--- config.mk ---
export PLATFORM = sky130hd
export DESIGN_NAME = ext_page_ctrl
export DESIGN_NICKNAME = d
export VERILOG_FILES = /design/src/common/ext_page_pkg.sv /design/src/core/ext_page_ctrl.sv
export SDC_FILE = /design/constraint.sdc
export NUM_CORES = 1
export LEC_CHECK = 0
export ABC_AREA = 1
export BUFFER_PORTS_ARGS = -buffer_cell sky130_fd_sc_hd__buf_2
export CAP_MARGIN = 25
export CORE_ASPECT_RATIO = 0.9
export CORE_MARGIN = 1.5
export CORE_UTILIZATION = 35
export DETAILED_ROUTE_END_ITERATION = 10
export GPL_TIMING_DRIVEN = 0
export HOLD_SLACK_MARGIN = 0.1
export PLACE_DENSITY_LB_ADDON = 0.3
export SLEW_MARGIN = 20
export SYNTH_ARGS = -nofsm -noshare
export SYNTH_HDL_FRONTEND = slang
export SYNTH_SLANG_ARGS = --single-unit
--- constraint.sdc ---
create_clock -name clk -period 16.57 [get_ports clk]
set_input_delay 3.314 -clock clk [delete_from_list [all_inputs] [get_ports clk]]
set_output_delay 3.314 -clock clk [all_outputs]
set_load 0.01 [all_outputs]
--- src/common/ext_page_pkg.sv ---
// Purpose: Shared constants and types for the extended page 1 control block
// Assumes: 50 MHz system clock, 5-bit management register index
// Notes: Times are kept in their own unit; cycle counts derive from them
package ext_page_pkg;
  // ****************************************************************
  // Register map
  // ****************************************************************
  localparam logic [4:0] REG_PAGED_LO = 5'h10;
  localparam logic [4:0] REG_TIMER = 5'h14;
  localparam logic [4:0] REG_PWRCRC = 5'h17;
  localparam logic [4:0] REG_GENCTL = 5'h1d;
  localparam logic [4:0] REG_GENPAY = 5'h1e;
  localparam logic [4:0] REG_PAGE = 5'h1f;
  localparam logic [15:0] PAGE_MAIN = 16'h0000;
  localparam logic [15:0] PAGE_EXT1 = 16'h0001;
  localparam logic [15:0] PAGE_EXT2 = 16'h0002;
  // ****************************************************************
  // Field positions
  // ****************************************************************
  localparam int SLP_LO = 13;
  localparam int WAK_LO = 11;
  localparam int SLOWMDC = 10;
  localparam int NOPRE = 5;
  localparam int PD_EN = 10;
  localparam int GEN_EN = 15;
  localparam int GEN_RUN = 14;
  localparam int GEN_DUR = 13;
  localparam int LEN_LO = 11;
  localparam int GAP_LONG = 10;
  localparam int DA_LO = 6;
  localparam int SA_LO = 2;
  localparam int PAY_RND = 1;
  localparam int BAD_FCS = 0;
  // ****************************************************************
  // Reset values
  // ****************************************************************
  localparam logic [1:0] SLP_RST = 2'h1;
  localparam logic [1:0] WAK_RST = 2'h0;
  localparam logic [15:0] GENCTL_RST = 16'h0040;
  localparam logic [15:0] GENPAY_RST = 16'h0000;
  // ****************************************************************
  // Timing
  // ****************************************************************
  localparam int CLK_HZ = 50_000_000;
  localparam int CLK_NS = 20;
  localparam int SLEEP_UNIT_S = 1;
  localparam int SLEEP_UNIT_CYC = SLEEP_UNIT_S * CLK_HZ;
  localparam int MS_CYC = CLK_HZ / 1000;
  localparam int WAKE0_MS = 160;
  localparam int WAKE1_MS = 400;
  localparam int WAKE2_MS = 800;
  localparam int WAKE3_MS = 2000;
  localparam int GAP_SHORT_NS = 96;
  localparam int GAP_LONG_NS = 8192;
  localparam int GAP_SHORT_CYC = (GAP_SHORT_NS + CLK_NS - 1) / CLK_NS;
  localparam int GAP_LONG_CYC = (GAP_LONG_NS + CLK_NS - 1) / CLK_NS;
  // ****************************************************************
  // Test frame layout
  // ****************************************************************
  localparam logic [13:0] LEN0 = 14'd125;
  localparam logic [13:0] LEN1 = 14'd64;
  localparam logic [13:0] LEN2 = 14'd1518;
  localparam logic [13:0] LEN3 = 14'd10000;
  localparam logic [13:0] BLOCK_PKTS = 14'd10000;
  localparam int BURST_PKTS = 30_000_000;
  localparam logic [11:0] BURST_BLOCKS = 12'(BURST_PKTS / 10000);
  localparam logic [13:0] PRE_BYTES = 14'd8;
  localparam logic [13:0] HDR_BYTES = 14'd12;
  localparam logic [13:0] FCS_BYTES = 14'd4;
  localparam logic [7:0] PRE_BYTE = 8'h55;
  localparam logic [7:0] SFD_BYTE = 8'hd5;
  localparam logic [31:0] CRC_POLY = 32'hedb88320;
  localparam logic [31:0] CRC_INIT = 32'hffffffff;
  localparam logic [15:0] LFSR_SEED = 16'hace1;
  // ****************************************************************
  // Types
  // ****************************************************************
  typedef struct packed {
    logic rd;
    logic wr;
    logic [4:0] addr;
    logic [15:0] wdata;
  } regReq_t;
  typedef struct packed {
    logic en;
    logic er;
    logic lpi;
    logic [7:0] data;
  } txMii_t;
  typedef enum logic [2:0] {GS_IDLE, GS_PRE, GS_BODY, GS_FCS, GS_GAP, GS_DONE} genState_t;
endpackage

--- src/core/ext_page_ctrl.sv ---
// Purpose: Extended page 1 registers, low-power timers and test frame generator
// Assumes: Registers reached over a plain strobe port, read data one cycle later
// Notes: Page 2 registers live outside; page2Access tells them to answer
// Contract
// - Sleep timer 1-4 s, default 01, sticky
// - Wake timer 160/400/800 ms or 2 s
// - Slow management clock hint bit, sticky
// - Media status reports none or copper
// - No-preamble mode raises receive valid anyway
// - Read back internal management address
// - Inline power status valid while enabled
// - CRC error counter clears when read
// - Frames only while enable and run set
// - Continuous blocks of 10000 or 30M stop
// - Continuous off stops at block boundary
// - Frame length 125/64/1518/10000 bytes
// - Gap 8192 ns or 96 ns
// - Destination low nibble, default 0001
// - Source low nibble, default 0000
// - Payload random or fixed pattern
// - Good or deliberately bad FCS
// - Control changes apply after run restart
// - Pattern register repeats through payload
// - Pattern change applies after run restart
// - Page 2 select remaps registers 16-30
// - Page 0 select restores main space
// - Force-LPI sends idle power, ignores MAC, only while generator enable set
`timescale 1ns/1ps
`default_nettype none
module ext_page_ctrl #(
  parameter int SLEEP_CYC = ext_page_pkg::SLEEP_UNIT_CYC,
  parameter int WAKE_MS_CYC = ext_page_pkg::MS_CYC
) (
  input wire logic clk,
  input wire logic resetn,
  input wire ext_page_pkg::regReq_t req,
  output logic [15:0] rdData,
  input wire logic softReset,
  input wire logic [4:0] phyAddr,
  input wire logic copperSel,
  input wire logic [1:0] pdResult,
  output logic pdEnable,
  input wire logic crcErr,
  input wire logic energyDetect,
  output logic sleepMode,
  output logic wakePulse,
  output logic slowMdc,
  input wire logic rxCarrier,
  input wire logic rxSfdSeen,
  output logic rxDv,
  input wire logic forceLpi,
  input wire ext_page_pkg::txMii_t macTx,
  output ext_page_pkg::txMii_t tx,
  output logic page2Access
);
  // ****************************************************************
  // Reset release and pin synchronisers
  // ****************************************************************
  logic [1:0] rstPipe;
  logic rstn;
  logic energyMeta;
  logic energySync;
  always_ff @(posedge clk or negedge resetn) begin
    if (!resetn) begin
      rstPipe <= 2'h0;
    end else begin
      rstPipe <= {rstPipe[0], 1'b1};
    end
  end
  assign rstn = rstPipe[1];
  always_ff @(posedge clk or negedge rstn) begin
    if (!rstn) begin
      energyMeta <= 1'b0;
      energySync <= 1'b0;
    end else begin
      energyMeta <= energyDetect;
      energySync <= energyMeta;
    end
  end
  // ****************************************************************
  // Register decode
  // ****************************************************************
  logic [15:0] page;
  logic [1:0] sleepSel;
  logic [1:0] wakeSel;
  logic noPre;
  logic [7:0] crcCount;
  logic [15:0] genCtl;
  logic [15:0] genPay;
  wire page1 = (page == ext_page_pkg::PAGE_EXT1);
  wire wrTimer = req.wr && page1 && req.addr == ext_page_pkg::REG_TIMER;
  wire wrPwr = req.wr && page1 && req.addr == ext_page_pkg::REG_PWRCRC;
  wire wrGen = req.wr && page1 && req.addr == ext_page_pkg::REG_GENCTL;
  wire wrPay = req.wr && page1 && req.addr == ext_page_pkg::REG_GENPAY;
  wire wrPage = req.wr && req.addr == ext_page_pkg::REG_PAGE;
  wire rdPwr = req.rd && page1 && req.addr == ext_page_pkg::REG_PWRCRC;
  wire [1:0] mediaField = {1'b0, copperSel};
  wire [1:0] pdField = pdEnable ? pdResult : 2'h0;
  wire [15:0] timerView = {1'b0, sleepSel, wakeSel, slowMdc, 2'h0, mediaField, noPre, 5'h0};
  wire [15:0] pwrView = {phyAddr, pdEnable, pdField, crcCount};
  wire [15:0] pagedView =
    (req.addr == ext_page_pkg::REG_TIMER) ? timerView :
    (req.addr == ext_page_pkg::REG_PWRCRC) ? pwrView :
    (req.addr == ext_page_pkg::REG_GENCTL) ? genCtl :
    (req.addr == ext_page_pkg::REG_GENPAY) ? genPay : 16'h0000;
  // Page 2 and main-space contents answer elsewhere, so they read zero here
  wire [15:0] rdView =
    (req.addr == ext_page_pkg::REG_PAGE) ? page :
    (page1 && req.addr >= ext_page_pkg::REG_PAGED_LO) ? pagedView : 16'h0000;
  always_ff @(posedge clk or negedge rstn) begin
    if (!rstn) begin
      rdData <= 16'h0000;
    end else begin
      rdData <= req.rd ? rdView : 16'h0000;
    end
  end
  // ****************************************************************
  // Page select
  // ****************************************************************
  always_ff @(posedge clk or negedge rstn) begin
    if (!rstn) begin
      page <= ext_page_pkg::PAGE_MAIN;
      page2Access <= 1'b0;
    end else if (wrPage) begin
      page <= req.wdata;
      page2Access <= (req.wdata == ext_page_pkg::PAGE_EXT2);
    end
  end
  // ****************************************************************
  // Sticky configuration, kept across soft reset
  // ****************************************************************
  always_ff @(posedge clk or negedge rstn) begin
    if (!rstn) begin
      sleepSel <= ext_page_pkg::SLP_RST;
      wakeSel <= ext_page_pkg::WAK_RST;
      slowMdc <= 1'b0;
      noPre <= 1'b0;
      pdEnable <= 1'b0;
    end else begin
      if (wrTimer) begin
        sleepSel <= req.wdata[ext_page_pkg::SLP_LO +: 2];
        wakeSel <= req.wdata[ext_page_pkg::WAK_LO +: 2];
        slowMdc <= req.wdata[ext_page_pkg::SLOWMDC];
        noPre <= req.wdata[ext_page_pkg::NOPRE];
      end
      if (wrPwr) begin
        pdEnable <= req.wdata[ext_page_pkg::PD_EN];
      end
    end
  end
  // ****************************************************************
  // Generator control, cleared by soft reset
  // ****************************************************************
  always_ff @(posedge clk or negedge rstn) begin
    if (!rstn) begin
      genCtl <= ext_page_pkg::GENCTL_RST;
      genPay <= ext_page_pkg::GENPAY_RST;
    end else if (softReset) begin
      genCtl <= ext_page_pkg::GENCTL_RST;
      genPay <= ext_page_pkg::GENPAY_RST;
    end else begin
      if (wrGen) begin
        genCtl <= req.wdata;
      end
      if (wrPay) begin
        genPay <= req.wdata;
      end
    end
  end
  // ****************************************************************
  // CRC error counter
  // ****************************************************************
  // Saturates rather than wrapping so a burst is never mistaken for quiet
  always_ff @(posedge clk or negedge rstn) begin
    if (!rstn) begin
      crcCount <= 8'h00;
    end else if (rdPwr) begin
      crcCount <= crcErr ? 8'h01 : 8'h00;
    end else if (crcErr && crcCount != 8'hff) begin
      crcCount <= crcCount + 8'h01;
    end
  end
  // ****************************************************************
  // Low-power sleep and wake timers
  // ****************************************************************
  function automatic logic [31:0] wakeMs(input logic [1:0] sel);
    case (sel)
      2'h0: wakeMs = 32'(ext_page_pkg::WAKE0_MS);
      2'h1: wakeMs = 32'(ext_page_pkg::WAKE1_MS);
      2'h2: wakeMs = 32'(ext_page_pkg::WAKE2_MS);
      default: wakeMs = 32'(ext_page_pkg::WAKE3_MS);
    endcase
  endfunction
  logic [31:0] lpCount;
  wire [31:0] sleepLim = 32'((32'(sleepSel) + 32'h1) * 32'(SLEEP_CYC));
  wire [31:0] wakeLim = 32'(wakeMs(wakeSel) * 32'(WAKE_MS_CYC));
  wire sleepDue = !sleepMode && lpCount == sleepLim - 32'h1;
  wire wakeDue = sleepMode && lpCount == wakeLim - 32'h1;
  always_ff @(posedge clk or negedge rstn) begin
    if (!rstn) begin
      lpCount <= 32'h0;
      sleepMode <= 1'b0;
      wakePulse <= 1'b0;
    end else if (energySync) begin
      lpCount <= 32'h0;
      sleepMode <= 1'b0;
      wakePulse <= 1'b0;
    end else begin
      lpCount <= (sleepDue || wakeDue) ? 32'h0 : lpCount + 32'h1;
      sleepMode <= sleepMode || sleepDue;
      wakePulse <= wakeDue;
    end
  end
  // ****************************************************************
  // 10BASE-T receive valid
  // ****************************************************************
  always_ff @(posedge clk or negedge rstn) begin
    if (!rstn) begin
      rxDv <= 1'b0;
    end else begin
      rxDv <= rxCarrier && (noPre || rxSfdSeen);
    end
  end
  // ****************************************************************
  // Test frame generator
  // ****************************************************************
  function automatic logic [31:0] crcByte(input logic [31:0] c, input logic [7:0] d);
    logic [31:0] r;
    r = c;
    for (int i = 0; i < 8; i++) begin
      r = (r[0] ^ d[i]) ? ((r >> 1) ^ ext_page_pkg::CRC_POLY) : (r >> 1);
    end
    return r;
  endfunction
  ext_page_pkg::genState_t st;
  logic [13:0] cfg;
  logic [15:0] pat;
  logic [13:0] idx;
  logic [31:0] crc;
  logic [15:0] lfsr;
  logic [8:0] gapCnt;
  logic [13:0] pktCnt;
  logic [11:0] blkCnt;
  logic stopAfter;
  wire genOn = genCtl[ext_page_pkg::GEN_EN] && genCtl[ext_page_pkg::GEN_RUN];
  wire [1:0] lenSel = cfg[ext_page_pkg::LEN_LO +: 2];
  wire [13:0] frameLen = (lenSel == 2'h0) ? ext_page_pkg::LEN0 :
    (lenSel == 2'h1) ? ext_page_pkg::LEN1 :
    (lenSel == 2'h2) ? ext_page_pkg::LEN2 : ext_page_pkg::LEN3;
  wire [13:0] bodyLen = frameLen - ext_page_pkg::FCS_BYTES;
  wire [8:0] gapLoad = cfg[ext_page_pkg::GAP_LONG] ?
    9'(ext_page_pkg::GAP_LONG_CYC - 1) : 9'(ext_page_pkg::GAP_SHORT_CYC - 1);
  wire [13:0] payIdx = idx - ext_page_pkg::HDR_BYTES;
  wire [7:0] fixedByte = payIdx[0] ? pat[7:0] : pat[15:8];
  wire [7:0] payByte = cfg[ext_page_pkg::PAY_RND] ? lfsr[7:0] : fixedByte;
  wire [7:0] bodyByte =
    (idx == 14'd5) ? {4'hf, cfg[ext_page_pkg::DA_LO +: 4]} :
    (idx == 14'd11) ? {4'hf, cfg[ext_page_pkg::SA_LO +: 4]} :
    (idx < ext_page_pkg::HDR_BYTES) ? 8'hff : payByte;
  // Bad FCS keeps the raw remainder, which never matches a good check
  wire [31:0] fcsWord = cfg[ext_page_pkg::BAD_FCS] ? crc : ~crc;
  wire [7:0] preByte = (idx == ext_page_pkg::PRE_BYTES - 14'd1) ?
    ext_page_pkg::SFD_BYTE : ext_page_pkg::PRE_BYTE;
  wire [7:0] genByte = (st == ext_page_pkg::GS_PRE) ? preByte :
    (st == ext_page_pkg::GS_BODY) ? bodyByte : fcsWord[8 * idx[1:0] +: 8];
  wire genEn = st == ext_page_pkg::GS_PRE || st == ext_page_pkg::GS_BODY ||
    st == ext_page_pkg::GS_FCS;
  wire blockEnd = pktCnt == ext_page_pkg::BLOCK_PKTS - 14'd1;
  // Continuous mode re-reads the live bit at each block boundary
  wire stopNext = blockEnd && (cfg[ext_page_pkg::GEN_DUR] ?
    !genCtl[ext_page_pkg::GEN_DUR] :
    blkCnt == ext_page_pkg::BURST_BLOCKS - 12'h1);
  always_ff @(posedge clk or negedge rstn) begin
    if (!rstn) begin
      st <= ext_page_pkg::GS_IDLE;
      cfg <= 14'h0;
      pat <= 16'h0;
      idx <= 14'h0;
      crc <= ext_page_pkg::CRC_INIT;
      lfsr <= ext_page_pkg::LFSR_SEED;
      gapCnt <= 9'h0;
      pktCnt <= 14'h0;
      blkCnt <= 12'h0;
      stopAfter <= 1'b0;
    end else if (!genOn) begin
      st <= ext_page_pkg::GS_IDLE;
    end else begin
      unique case (st)
        ext_page_pkg::GS_IDLE: begin
          cfg <= genCtl[13:0];
          pat <= genPay;
          idx <= 14'h0;
          pktCnt <= 14'h0;
          blkCnt <= 12'h0;
          stopAfter <= 1'b0;
          st <= ext_page_pkg::GS_PRE;
        end
        ext_page_pkg::GS_PRE: begin
          idx <= idx + 14'h1;
          crc <= ext_page_pkg::CRC_INIT;
          if (idx == ext_page_pkg::PRE_BYTES - 14'd1) begin
            idx <= 14'h0;
            st <= ext_page_pkg::GS_BODY;
          end
        end
        ext_page_pkg::GS_BODY: begin
          crc <= crcByte(crc, bodyByte);
          idx <= idx + 14'h1;
          if (idx >= ext_page_pkg::HDR_BYTES) begin
            lfsr <= {lfsr[14:0], lfsr[15] ^ lfsr[13] ^ lfsr[12] ^ lfsr[10]};
          end
          if (idx == bodyLen - 14'd1) begin
            idx <= 14'h0;
            st <= ext_page_pkg::GS_FCS;
          end
        end
        ext_page_pkg::GS_FCS: begin
          idx <= idx + 14'h1;
          if (idx == ext_page_pkg::FCS_BYTES - 14'd1) begin
            idx <= 14'h0;
            gapCnt <= gapLoad;
            stopAfter <= stopNext;
            pktCnt <= blockEnd ? 14'h0 : pktCnt + 14'h1;
            blkCnt <= blockEnd ? blkCnt + 12'h1 : blkCnt;
            st <= ext_page_pkg::GS_GAP;
          end
        end
        ext_page_pkg::GS_GAP: begin
          gapCnt <= gapCnt - 9'h1;
          if (gapCnt == 9'h0) begin
            st <= stopAfter ? ext_page_pkg::GS_DONE : ext_page_pkg::GS_PRE;
          end
        end
        ext_page_pkg::GS_DONE: begin
          st <= ext_page_pkg::GS_DONE;
        end
      endcase
    end
  end
  // ****************************************************************
  // Transmit path select
  // ****************************************************************
  ext_page_pkg::txMii_t next_tx;
  wire lpiOn = genCtl[ext_page_pkg::GEN_EN] && forceLpi;
  assign next_tx = lpiOn ? '{en: 1'b0, er: 1'b0, lpi: 1'b1, data: 8'h00} :
    genCtl[ext_page_pkg::GEN_EN] ? '{en: genEn, er: 1'b0, lpi: 1'b0, data: genByte} :
    macTx;
  always_ff @(posedge clk or negedge rstn) begin
    if (!rstn) begin
      tx <= '0;
    end else begin
      tx <= next_tx;
    end
  end
endmodule
`default_nettype wire

==> results.yml, run 1 <==
sta:
  slew_headroom_pct: 52.16
  tns_ns: 0
  period_minus_slack_ns: 4.850
  post-route-period-util_pct: 29.27
  finalHoldViolCount: 0
  setup_viol: 0
  rsz0062_at_grt: "false"
  hold_slack_ns: 0.3542
  worst_pin_slew_ns: 0.7084
  final.setup.worst_slack_ns: 11.72
  finalMaxSlewViolations: 0
  fin_skew_ns: 0.02173
  clock.fmax_mhz: 206.2
worst_setup_path:
  crit_path_end: "rdData[7]"
  r2r-end: "lpCount[11]"
  endpoint_kind: "flip-flop"
  start_kind: "input pin"
  worstPathArrival_ns: 5.34
  critPathKind: "in2reg"
  required_ns: 17.06
  rr_worst_depth: 14
  startpoint: "req[19]"
  crit_path_max_fanout: 10
  r2r_start: "wakeSel[0]"
  r2r_slack_ns: 12.26
pwr:
  sw_frac_of_total_pct: 36.83
  finalPower_mw: 2.179
  p_int_mw: 1.376
  ir_worst_vdd_v: 0.00008503
  power_density_nw_per_um2: 124.6
  comb_power_share_pct: 31.9
  p_leak_nw: 8.166
  power_frac_seq_pct: 35.0
  power_frac_clock_pct: 33.1
  switchingPower_mw: 0.8027
clock_network:
  cts_setup_buffers: 0
  postCtsHoldBufs: 0
  cts_buffer_depth: 3
  cts_tree: "yes"
  clkTransAtPathRegs_ns: 0.06
  cts_resized: 0
  htreeDepth: 1
  cts_made_buffers: 31
  root_buffer: "clkbuf_16"
  cts.sinks: 261
  clk_latency_ns: 0.59
hold_path:
  worstHoldPathCells: 0
  worst_hold_path_type: "reg2reg"
global_routing:
  grt.total_usage_pct: 19.43
  overflow: 0
  grt_pass1_vias: 13310
  antenna_found_initial: 1
  grt_max_degree: 50
  grt_pass1_wl_um: 70890
synthesis:
  synth_top_area_share_pct: 36.09
  synthTopCellsByArea: "dfrtp_1 (36%), nand2_1 (12%), dfstp_2 (7.3%)"
  netlist-cell-type-count: 59
  yosys_warnings: 0
  synthFlopType: "dfrtp_1"
  synth-seq-cells: 261
  syn_area_per_cell_um2: 7.684
  synth_nets: 2059
  syn-cell-area_um2: 15180
  netlist_instances: 1976
  yosysTopAreaCell: "dfrtp_1"
  synthArstFlopShare_pct: 100.0
  seq_area_frac_synth_pct: 43.36
  synth_edf_count: 0
cells_and_area:
  stdcell_area_um2: 17490
  nNetsFinal: 2179
  finalNonFillerCells: 2676
  num_antenna_cells: 0
  layout-drive-gt1-share_pct: 13.01
  utilization_pct: 40.78
  area_delta_synth_final_pct: 15.18
place:
  dp_slack_ns: 11.20
  placedCellCount: 2618
  portBuffers: 82
  gp_congestion: 0.8944
  placed_cell_area_um2: 16410
  dp_hpwl_um: 32450
routing:
  via_per_inst: 5.139
  wl_um: 43260
  detail-route-antenna-nets: 0
  drt_iter0_drc: 1136
  vias: 13750
  post_drt_wl_per_cell_um: 16.17
  drc_errors: 0
  first_pass_iters: 6
die:
  dieArea_um2: 44640
  initial_core_util_pct: 35.41
  die_h_um: 200.6
  ios: 83
  die_w_um: 222.5
  core_area_um2: 42880
  rows: 72
run_status:
  status: "finished, final reports clean"
job:
  drv_cap: 0
==> cells by family after synthesis <==
family / Yosys count / share of synthesized area (%)
AOI/OAI and AO/OA: 379 / 14.08
xor gates and xnor gates: 83 / 5.282
adders and majority gates: 33 / 2.719
buffers and inverters: 319 / 8.232
DFF: 261 / 43.36
other: 1 / 0.02470
and+or+nand+nor: 900 / 26.30
==> layout by cell type (no fill, tap or decap), types with 42 or more instances in the layout <==
| cell type | count |
|---|---|
| dfstp_2 | 42 |
| xor2_1 | 57 |
| nand3_1 | 97 |
| o21ai_0 | 193 |
| nand2_1 | 495 |
| dfrtp_1 | 218 |
| buf_2 | 97 |
| clkbuf_1 | 50 |
| inv_1 | 242 |
| a21oi_1 | 85 |
| nor3_1 | 52 |
| nor2_1 | 139 |
==> sequential cells by signal, indices dropped and copies added (netlist names), 8 cells and up <==
signal and count:
crc 32, lpCount 32, genCtl 16, genPay 16
lfsr 16, page 16, pat 16, rdData 16
cfg 14, idx 14, pktCnt 14, blkCnt 12
tx 11, gapCnt 9, crcCount 8
==> power groups by stage <==
stage / combinational, mW / sequential [mW] / clock [mW]
final: 0.694 / 0.763 / 0.722
after global routing: 0.777 / 0.771 / 0.768
after CTS: 0.687 / 0.762 / 0.741
after detailed placement: 0.683 / 0.772 / 0
after global placement: 0.657 / 0.781 / 0
after floorplan: 0.513 / 0.765 / 0
==> cell usage after synthesis (7+ instances only) <==
library cell and number:
nand3b_1 8, nand2_1 495, nand2_4 9, o221ai_1 12, a21oi_1 85, nor3_1 52, xor2_1 57, nor4_1 21
o22ai_1 29, nand3_1 97, dfstp_2 42, a211oi_1 7, xnor2_1 19, nand4_1 27, nor2_1 139, nand2_2 19
clkbuf_1 42, buf_2 15, inv_1 242, ha_1 33, o211ai_1 10, o21ai_0 193, nor2_2 11, inv_2 9
dfrtp_1 219
==> worst max-delay path: stages <==
cell and delay (ns):
buf_2 0.10, inv_1 0.04, nor3_1 0.24, inv_1 0.09
nor3_1 0.31, inv_1 0.25, clkbuf_1 0.30, o21ai_0 0.34
o21ai_0 0.13, a21oi_1 0.23
==> layer usage <==
| layer | vias to the layer above | wire, um | GRT usage [%] |
|---|---|---|---|
| met2 | 470 | 18050 | 28.60 |
| li1 | 6710 | - | - |
| met1 | 6509 | 21450 | 29.16 |
| met3 | 62 | 2871 | 3.630 |
| met5 | - | 12 | 0 |
| met4 | 2 | 871 | 4.762 |
==> area by class of cell <==
cell class / instances / area [um^2]
Multi-Input combinational cell: 1396 / 7350
Sequential cell: 261 / 6588
Fill cell: 4405 / 25390
Timing Repair Buffer: 87 / 525.5
Buffer: 65 / 296.5
Tap cell: 555 / 694.4
Clock buffer: 46 / 902.1
Clock inverter: 12 / 178.9
Inverter: 254 / 953.4
==> worst min-delay path by stage <==
stage                            end  slack [ns]       start
after floorplan           energySync        0.33  energyMeta
after global placement    rstPipe[1]        0.34  rstPipe[0]
after detailed placement  energySync        0.34  energyMeta
after CTS                 rstPipe[1]        0.36  rstPipe[0]
after global routing      energySync        0.37  energyMeta
final                     rstPipe[1]        0.35  rstPipe[0]
Note: power is estimated with default switching activity, not from simulation.
==> run 2, diff against run 1 <==
--- a/config.mk
+++ b/config.mk
@@ -5,7 +5,7 @@
 export SDC_FILE = /design/constraint.sdc
 export NUM_CORES = 1
 export LEC_CHECK = 0
-export ABC_AREA = 1
+export ABC_AREA = 0
 export BUFFER_PORTS_ARGS = -buffer_cell sky130_fd_sc_hd__buf_2
 export CAP_MARGIN = 25
 export CORE_ASPECT_RATIO = 0.9
==> constraint.sdc (replaced) <==
create_clock -name clk -period 4.1 [get_ports clk]
set_input_delay 0.82 -clock clk [delete_from_list [all_inputs] [get_ports clk]]
set_output_delay 0.82 -clock clk [all_outputs]
set_load 0.01 [all_outputs]
==> run 2 against run 1 <==
  * Global-route usage shrank 2.2 points
  * Sequential share of layout area grew 3.1 points
  * Critical path type is now reg2reg
  * Worst setup slack lost 11 ns
  * Combinational power shrank 64%
  * Die area shrank 8.3%
  * Register-to-register slack lost 12 ns
==> results.yml, run 2 <==
cells_and_area:
  final_common_cell: "dfrtp_1"
  nFillCells: 3802
  finalNonFillerCells: 2010
  stdcell_area_um2: 16170
  layout_common_cells: "dfrtp_1 (216), nor2_1 (136), nand2_1 (133), buf_2 (84), a21oi_1 (84)"
  area_delta_synth_final_pct: 16.29
  layout-drive-gt1-share_pct: 21.18
  num_antenna_cells: 0
  top_regs: "crc x32, lpCount x32"
  nNetsFinal: 1538
sta:
  clock.fmax_mhz: 267.2
  worst_pin_slew_ns: 1.004
  finalHoldViolCount: 0
  slew_headroom_pct: 32.55
  setup_viol: 0
  post-route-period-util_pct: 91.29
  rsz0062_at_grt: "false"
  finalMaxSlewViolations: 0
  fin_skew_ns: 0.01346
  period_minus_slack_ns: 3.743
  hold_slack_ns: 0.2702
clock_network:
  cts_tree: "yes"
  clk_latency_ns: 0.57
  root_buffer: "clkbuf_16"
  clkTransAtPathRegs_ns: 0.06
  cts.sinks: 261
  htreeDepth: 1
  cts_buffer_depth: 3
  cts_made_buffers: 29
synthesis:
  synth_most_common_cell: "dfrtp_1"
  synthTopCellsByCount: "dfrtp_1 (219), nor2_1 (136), nand2_1 (133)"
  synthFlopType: "dfrtp_1"
  yosys_warnings: 0
  synth_top_area_share_pct: 39.42
  syn_area_per_cell_um2: 10.43
  synthTopCellsByArea: "dfrtp_1 (39%), dfstp_2 (7.9%), mux2_2 (6.3%)"
  synth_edf_count: 0
  netlist_instances: 1333
  syn-cell-area_um2: 13900
  synth-seq-cells: 261
  seq_area_frac_synth_pct: 47.35
  synth_nets: 1416
  synthArstFlopShare_pct: 100.0
  yosysTopAreaCell: "dfrtp_1"
  netlist-cell-type-count: 75
pwr:
  p_leak_nw: 6.983
  power_density_nw_per_um2: 350.6
  ir_worst_vdd_v: 0.0003015
die:
  ios: 83
  die_h_um: 192.1
  dieArea_um2: 40930
  die_w_um: 213.1
  core_area_um2: 39280
  initial_core_util_pct: 35.39
  rows: 69
worst_setup_path:
  r2r-end: "lpCount[6]"
  crit_path_end: "lpCount[6]"
  critPathKind: "reg2reg"
  start_kind: "flip-flop"
  crit_path_frequent_cell: "ha_1"
  cp_cell_sequence: "ha_1, inv_1, ha_1, mux2_2, nand2_1, o21ai_0, ha_1, ha_1, a21o_1, a21oi_1, o221a_2, o22ai_1, xnor2_1, nand4_1, o211ai_1, buf_4, clkbuf_2, nor2_1"
  required_ns: 4.54
  cp_slowest_cell: "dfrtp_2"
  r2r_start: "wakeSel[0]"
  cpPeakStageDelay_ns: 0.49
  endpoint_kind: "flip-flop"
  worstPathArrival_ns: 4.18
  startpoint: "wakeSel[0]"
  rr_worst_depth: 18
  crit_path_max_fanout: 10
  r2r_slack_ns: 0.36
global_routing:
  grt.total_usage_pct: 17.20
  overflow: 0
  grt_pass1_vias: 10370
  grt_max_degree: 52
  antenna_found_initial: 0
  grt_pass1_wl_um: 56300
routing:
  detail-route-antenna-nets: 0
  first_pass_iters: 7
  drt_iter0_drc: 772
  vias: 10400
  drc_errors: 0
  via_per_inst: 5.174
  post_drt_wl_per_cell_um: 17.01
  wl_um: 34190
place:
  placedCellCount: 1952
  portBuffers: 81
  dp_hpwl_um: 25020
  gp_congestion: 0.8962
  placed_cell_area_um2: 15130
run_status:
  status: "finished, final reports clean"
hold_path:
  worst_hold_path_type: "reg2async"
job:
  drv_cap: 0
-- run 2: worst min-delay path by stage --
stage	from	end	slack (ns)	cells after the start
finish	rstPipe[1]	energyMeta	0.27	0
global route	rstPipe[1]	energyMeta	0.31	0
CTS	rstPipe[1]	energyMeta	0.29	0
detailed placement	rstPipe[1]	energyMeta	0.28	0
global placement	rstPipe[0]	rstPipe[1]	0.34	0
floorplan	energyMeta	energySync	0.33	0
-- run 2: per-layer routing --
metal | wire length [um] | vias up | track usage, %
li1 | - | 4944 | -
met1 | 16430 | 5166 | 24.70
met2 | 15560 | 234 | 27.02
met3 | 1455 | 55 | 2.698
met4 | 738 | 0 | 4.201
met5 | 0 | - | 0
-- run 2: cell families after synthesis --
family                     after synthesis  share of synthesized area (%)
AOI/OAI and AO/OA                      255                          11.65
adders and majority gates               33                          2.970
buffers and inverters                   86                          2.412
other                                    1                        0.02697
xor gates and xnor gates               152                          11.62
DFF                                    261                          47.35
and+or+nand+nor                        447                          15.49
muxes                                   98                          8.477
-- run 2: power breakdown --
group	total [mW]	switching, mW	internal [mW]
logic	0.250	0.144	0.106
clock network	2.69	1.09	1.60
registers	2.72	0.0776	2.65
-- run 2: area by class of cell --
type	count	area [um^2]	area share (%)
clock inverter	20	214.0	1.323
clock buffer	34	774.5	4.790
timing repair buffer	91	580.6	3.591
inverter	30	112.6	0.6965
sequential	261	6590	40.76
multi-input combinational	986	7004	43.32
tap	532	665.6	4.117
buffer	56	226.5	1.401
-- run 2: through the flow --
step	utilization (%)	power, mW	TNS [ns]	worst slack, ns
2_1_floorplan	-	2.884	0	0.6830
3_3_place_gp	38.13	2.990	0	0.01081
3_5_place_dp	38.51	3.016	0	0.01569
4_1_cts	41.05	5.741	-0.02369	-0.008066
5_1_grt	41.16	5.880	0	0.02700
6_report	41.16	5.668	0	0.3572
-- run 2: critical path, delay by kind of cell, from the launching register on --
kind | cells | cell delay, ns
buffers and inverters | 3 | 0.55
AO/OA/AOI/OAI | 6 | 0.81
flip-flops | 1 | 0.49
adder cells (fa/ha/maj) | 4 | 0.98
multiplexers | 1 | 0.34
AND/OR/NAND/NOR | 3 | 0.29
XOR/XNOR | 1 | 0.17
-- run 2: timing repair --
action,CTS,global route
resized for setup,0,11
pin swaps,0,1
buffers inserted,0,1
endpoints found under the hold margin,2,0
cloned,0,0
setup endpoints to repair,6,30
hold buffers,1,0
==> run 3, diff against run 2 <==
==> constraint.sdc (replaced) <==
create_clock -name clk -period 3.4 [get_ports clk]
set_input_delay 0.68 -clock clk [delete_from_list [all_inputs] [get_ports clk]]
set_output_delay 0.68 -clock clk [all_outputs]
set_load 0.01 [all_outputs]
==> run 3 against run 2 <==
  * Global-route usage rose by 0.16 points
  * Clock skew rose by 0.00086 ns
  * Fmax rose by 11%
  * First-iteration DRC count fell by 5.1%
  * Die area did not move
  * Non-clock buffer count rose by 35
  * Utilization rose by 1.9 points
  * Routed wire length rose by 2.4%
  * Combinational power rose by 30%
  * Final area rose by 4.5%
  * Total power rose by 21%
  * Critical endpoint is now crc[26]
==> results.yml, run 3 (synthesized netlist as in run 2, its figures left out) <==
sta:
  finalMaxSlewViolations: 0
  rsz0062_at_grt: "true"
  clock.fmax_mhz: 297.0
  tns_ns: 0
  period_minus_slack_ns: 3.367
  fin_skew_ns: 0.01432
  finalHoldViolCount: 0
  worst_pin_slew_ns: 1.013
  slew_headroom_pct: 31.93
  setup_viol: 0
  final.setup.worst_slack_ns: 0.03290
  post-route-period-util_pct: 99.03
  hold_slack_ns: 0.2356
die:
  core_area_um2: 39280
  dieArea_um2: 40930
  rows: 69
  initial_core_util_pct: 35.39
  ios: 83
  die_h_um: 192.1
  die_w_um: 213.1
worst_setup_path:
  endpoint_kind: "flip-flop"
  rr_worst_depth: 9
  critPathKind: "reg2reg"
  r2r_slack_ns: 0.03
  required_ns: 3.89
  crit_path_max_fanout: 8
  start_kind: "flip-flop"
  worstPathArrival_ns: 3.86
cells_and_area:
  regArea_um2: 6591
  area_delta_synth_final_pct: 21.56
  final_common_cell: "dfrtp_1"
  layout-drive-gt1-share_pct: 26.83
  top_regs: "crc x32, lpCount x32"
  multi_input_area_um2: 7382
  stdcell_area_um2: 16900
  layout_common_cells: "dfrtp_1 (215), nand2_1 (132), nor2_1 (107), buf_2 (82), a21oi_1 (82)"
  num_antenna_cells: 0
  finalNonFillerCells: 2045
  nNetsFinal: 1573
  nFillCells: 3745
  utilization_pct: 43.03
place:
  dp_hpwl_um: 25020
  placed_cell_area_um2: 15130
  portBuffers: 81
  gp_congestion: 0.8962
  dp_slack_ns: -0.6843
  placedCellCount: 1952
clock_network:
  clk_latency_ns: 0.56
  cts.sinks: 261
  htreeDepth: 1
  cts_tree: "yes"
  cts_buffer_depth: 3
  cts_made_buffers: 29
  clkTransAtPathRegs_ns: 0.07
  root_buffer: "clkbuf_16"
routing:
  drt_iter0_drc: 733
  via_per_inst: 5.148
  vias: 10530
  first_pass_iters: 7
  post_drt_wl_per_cell_um: 17.11
  drc_errors: 0
  detail-route-antenna-nets: 0
  wl_um: 34990
global_routing:
  grt_pass1_vias: 10470
  grt_pass1_wl_um: 56810
  grt_max_degree: 52
  grt.total_usage_pct: 17.36
  antenna_found_initial: 0
  overflow: 0
hold_path:
  worst_hold_path_type: "in2reg"
  worstHoldPathCells: 1
job:
  drv_cap: 0
pwr:
  finalPower_mw: 6.865
  ir_worst_vdd_v: 0.0003636
  power_density_nw_per_um2: 406.2
  p_leak_nw: 7.212
run_status:
  status: "finished, final reports clean"
## run 3: where the power goes
group	internal (mW)	switching, mW	total [mW]
clock	1.93	1.32	3.26
combinational	0.142	0.184	0.326
sequential	3.19	0.0939	3.28
total	5.26	1.60	6.87
## run 3: layout make-up
class,instances,share of cell area (%)
Clock inverter,20,1.266
Sequential cell,261,39.00
Tap cell,532,3.938
Buffer,54,1.569
Inverter,30,0.7107
Timing Repair Buffer,128,5.256
Multi-Input combinational cell,986,43.68
Clock buffer,34,4.582
## run 3: worst max-delay path: stages, from the launching register on
cell	delay (ns)
dfrtp_1	0.43
or4_4	0.62
or4b_1	0.54
buf_6	0.17
a22oi_4	0.27
xnor2_4	0.20
xnor2_4	0.36
xor2_2	0.25
xnor3_1	0.27
a21oi_1	0.18
## run 3: path summary, 6_finish.rpt
| check | from | to |
|---|---|---|
| min in group asynchronous | rstPipe[1] | energyMeta |
| max in group asynchronous | rstPipe[1] | crc[6] |
| setup reg to reg | idx[4] | crc[26] |
| hold reg to reg | rstPipe[1] | energyMeta |
| setup / recovery | idx[4] | crc[26] |
| hold / removal | energyDetect | energyMeta |
## run 3: routing by layer
layer / global-route usage, % / vias to the layer above / routed length, um
li1: - / 5014 / -
met1: 24.87 / 5234 / 16550
met5: 0 / - / 0
met3: 2.796 / 53 / 1523
met4: 4.064 / 0 / 695
met2: 27.39 / 227 / 16220
## run 3: what timing repair did
| item | 4_1_cts | 5_1_grt |
|---|---|---|
| pin swaps | 5 | 33 |
| cloned | 3 | 0 |
| setup endpoints to repair | 49 | 64 |
| setup buffers | 13 | 22 |
| endpoints found under the hold margin | 2 | 0 |
| hold buffers | 1 | 0 |
| gates resized for setup | 34 | 78 |
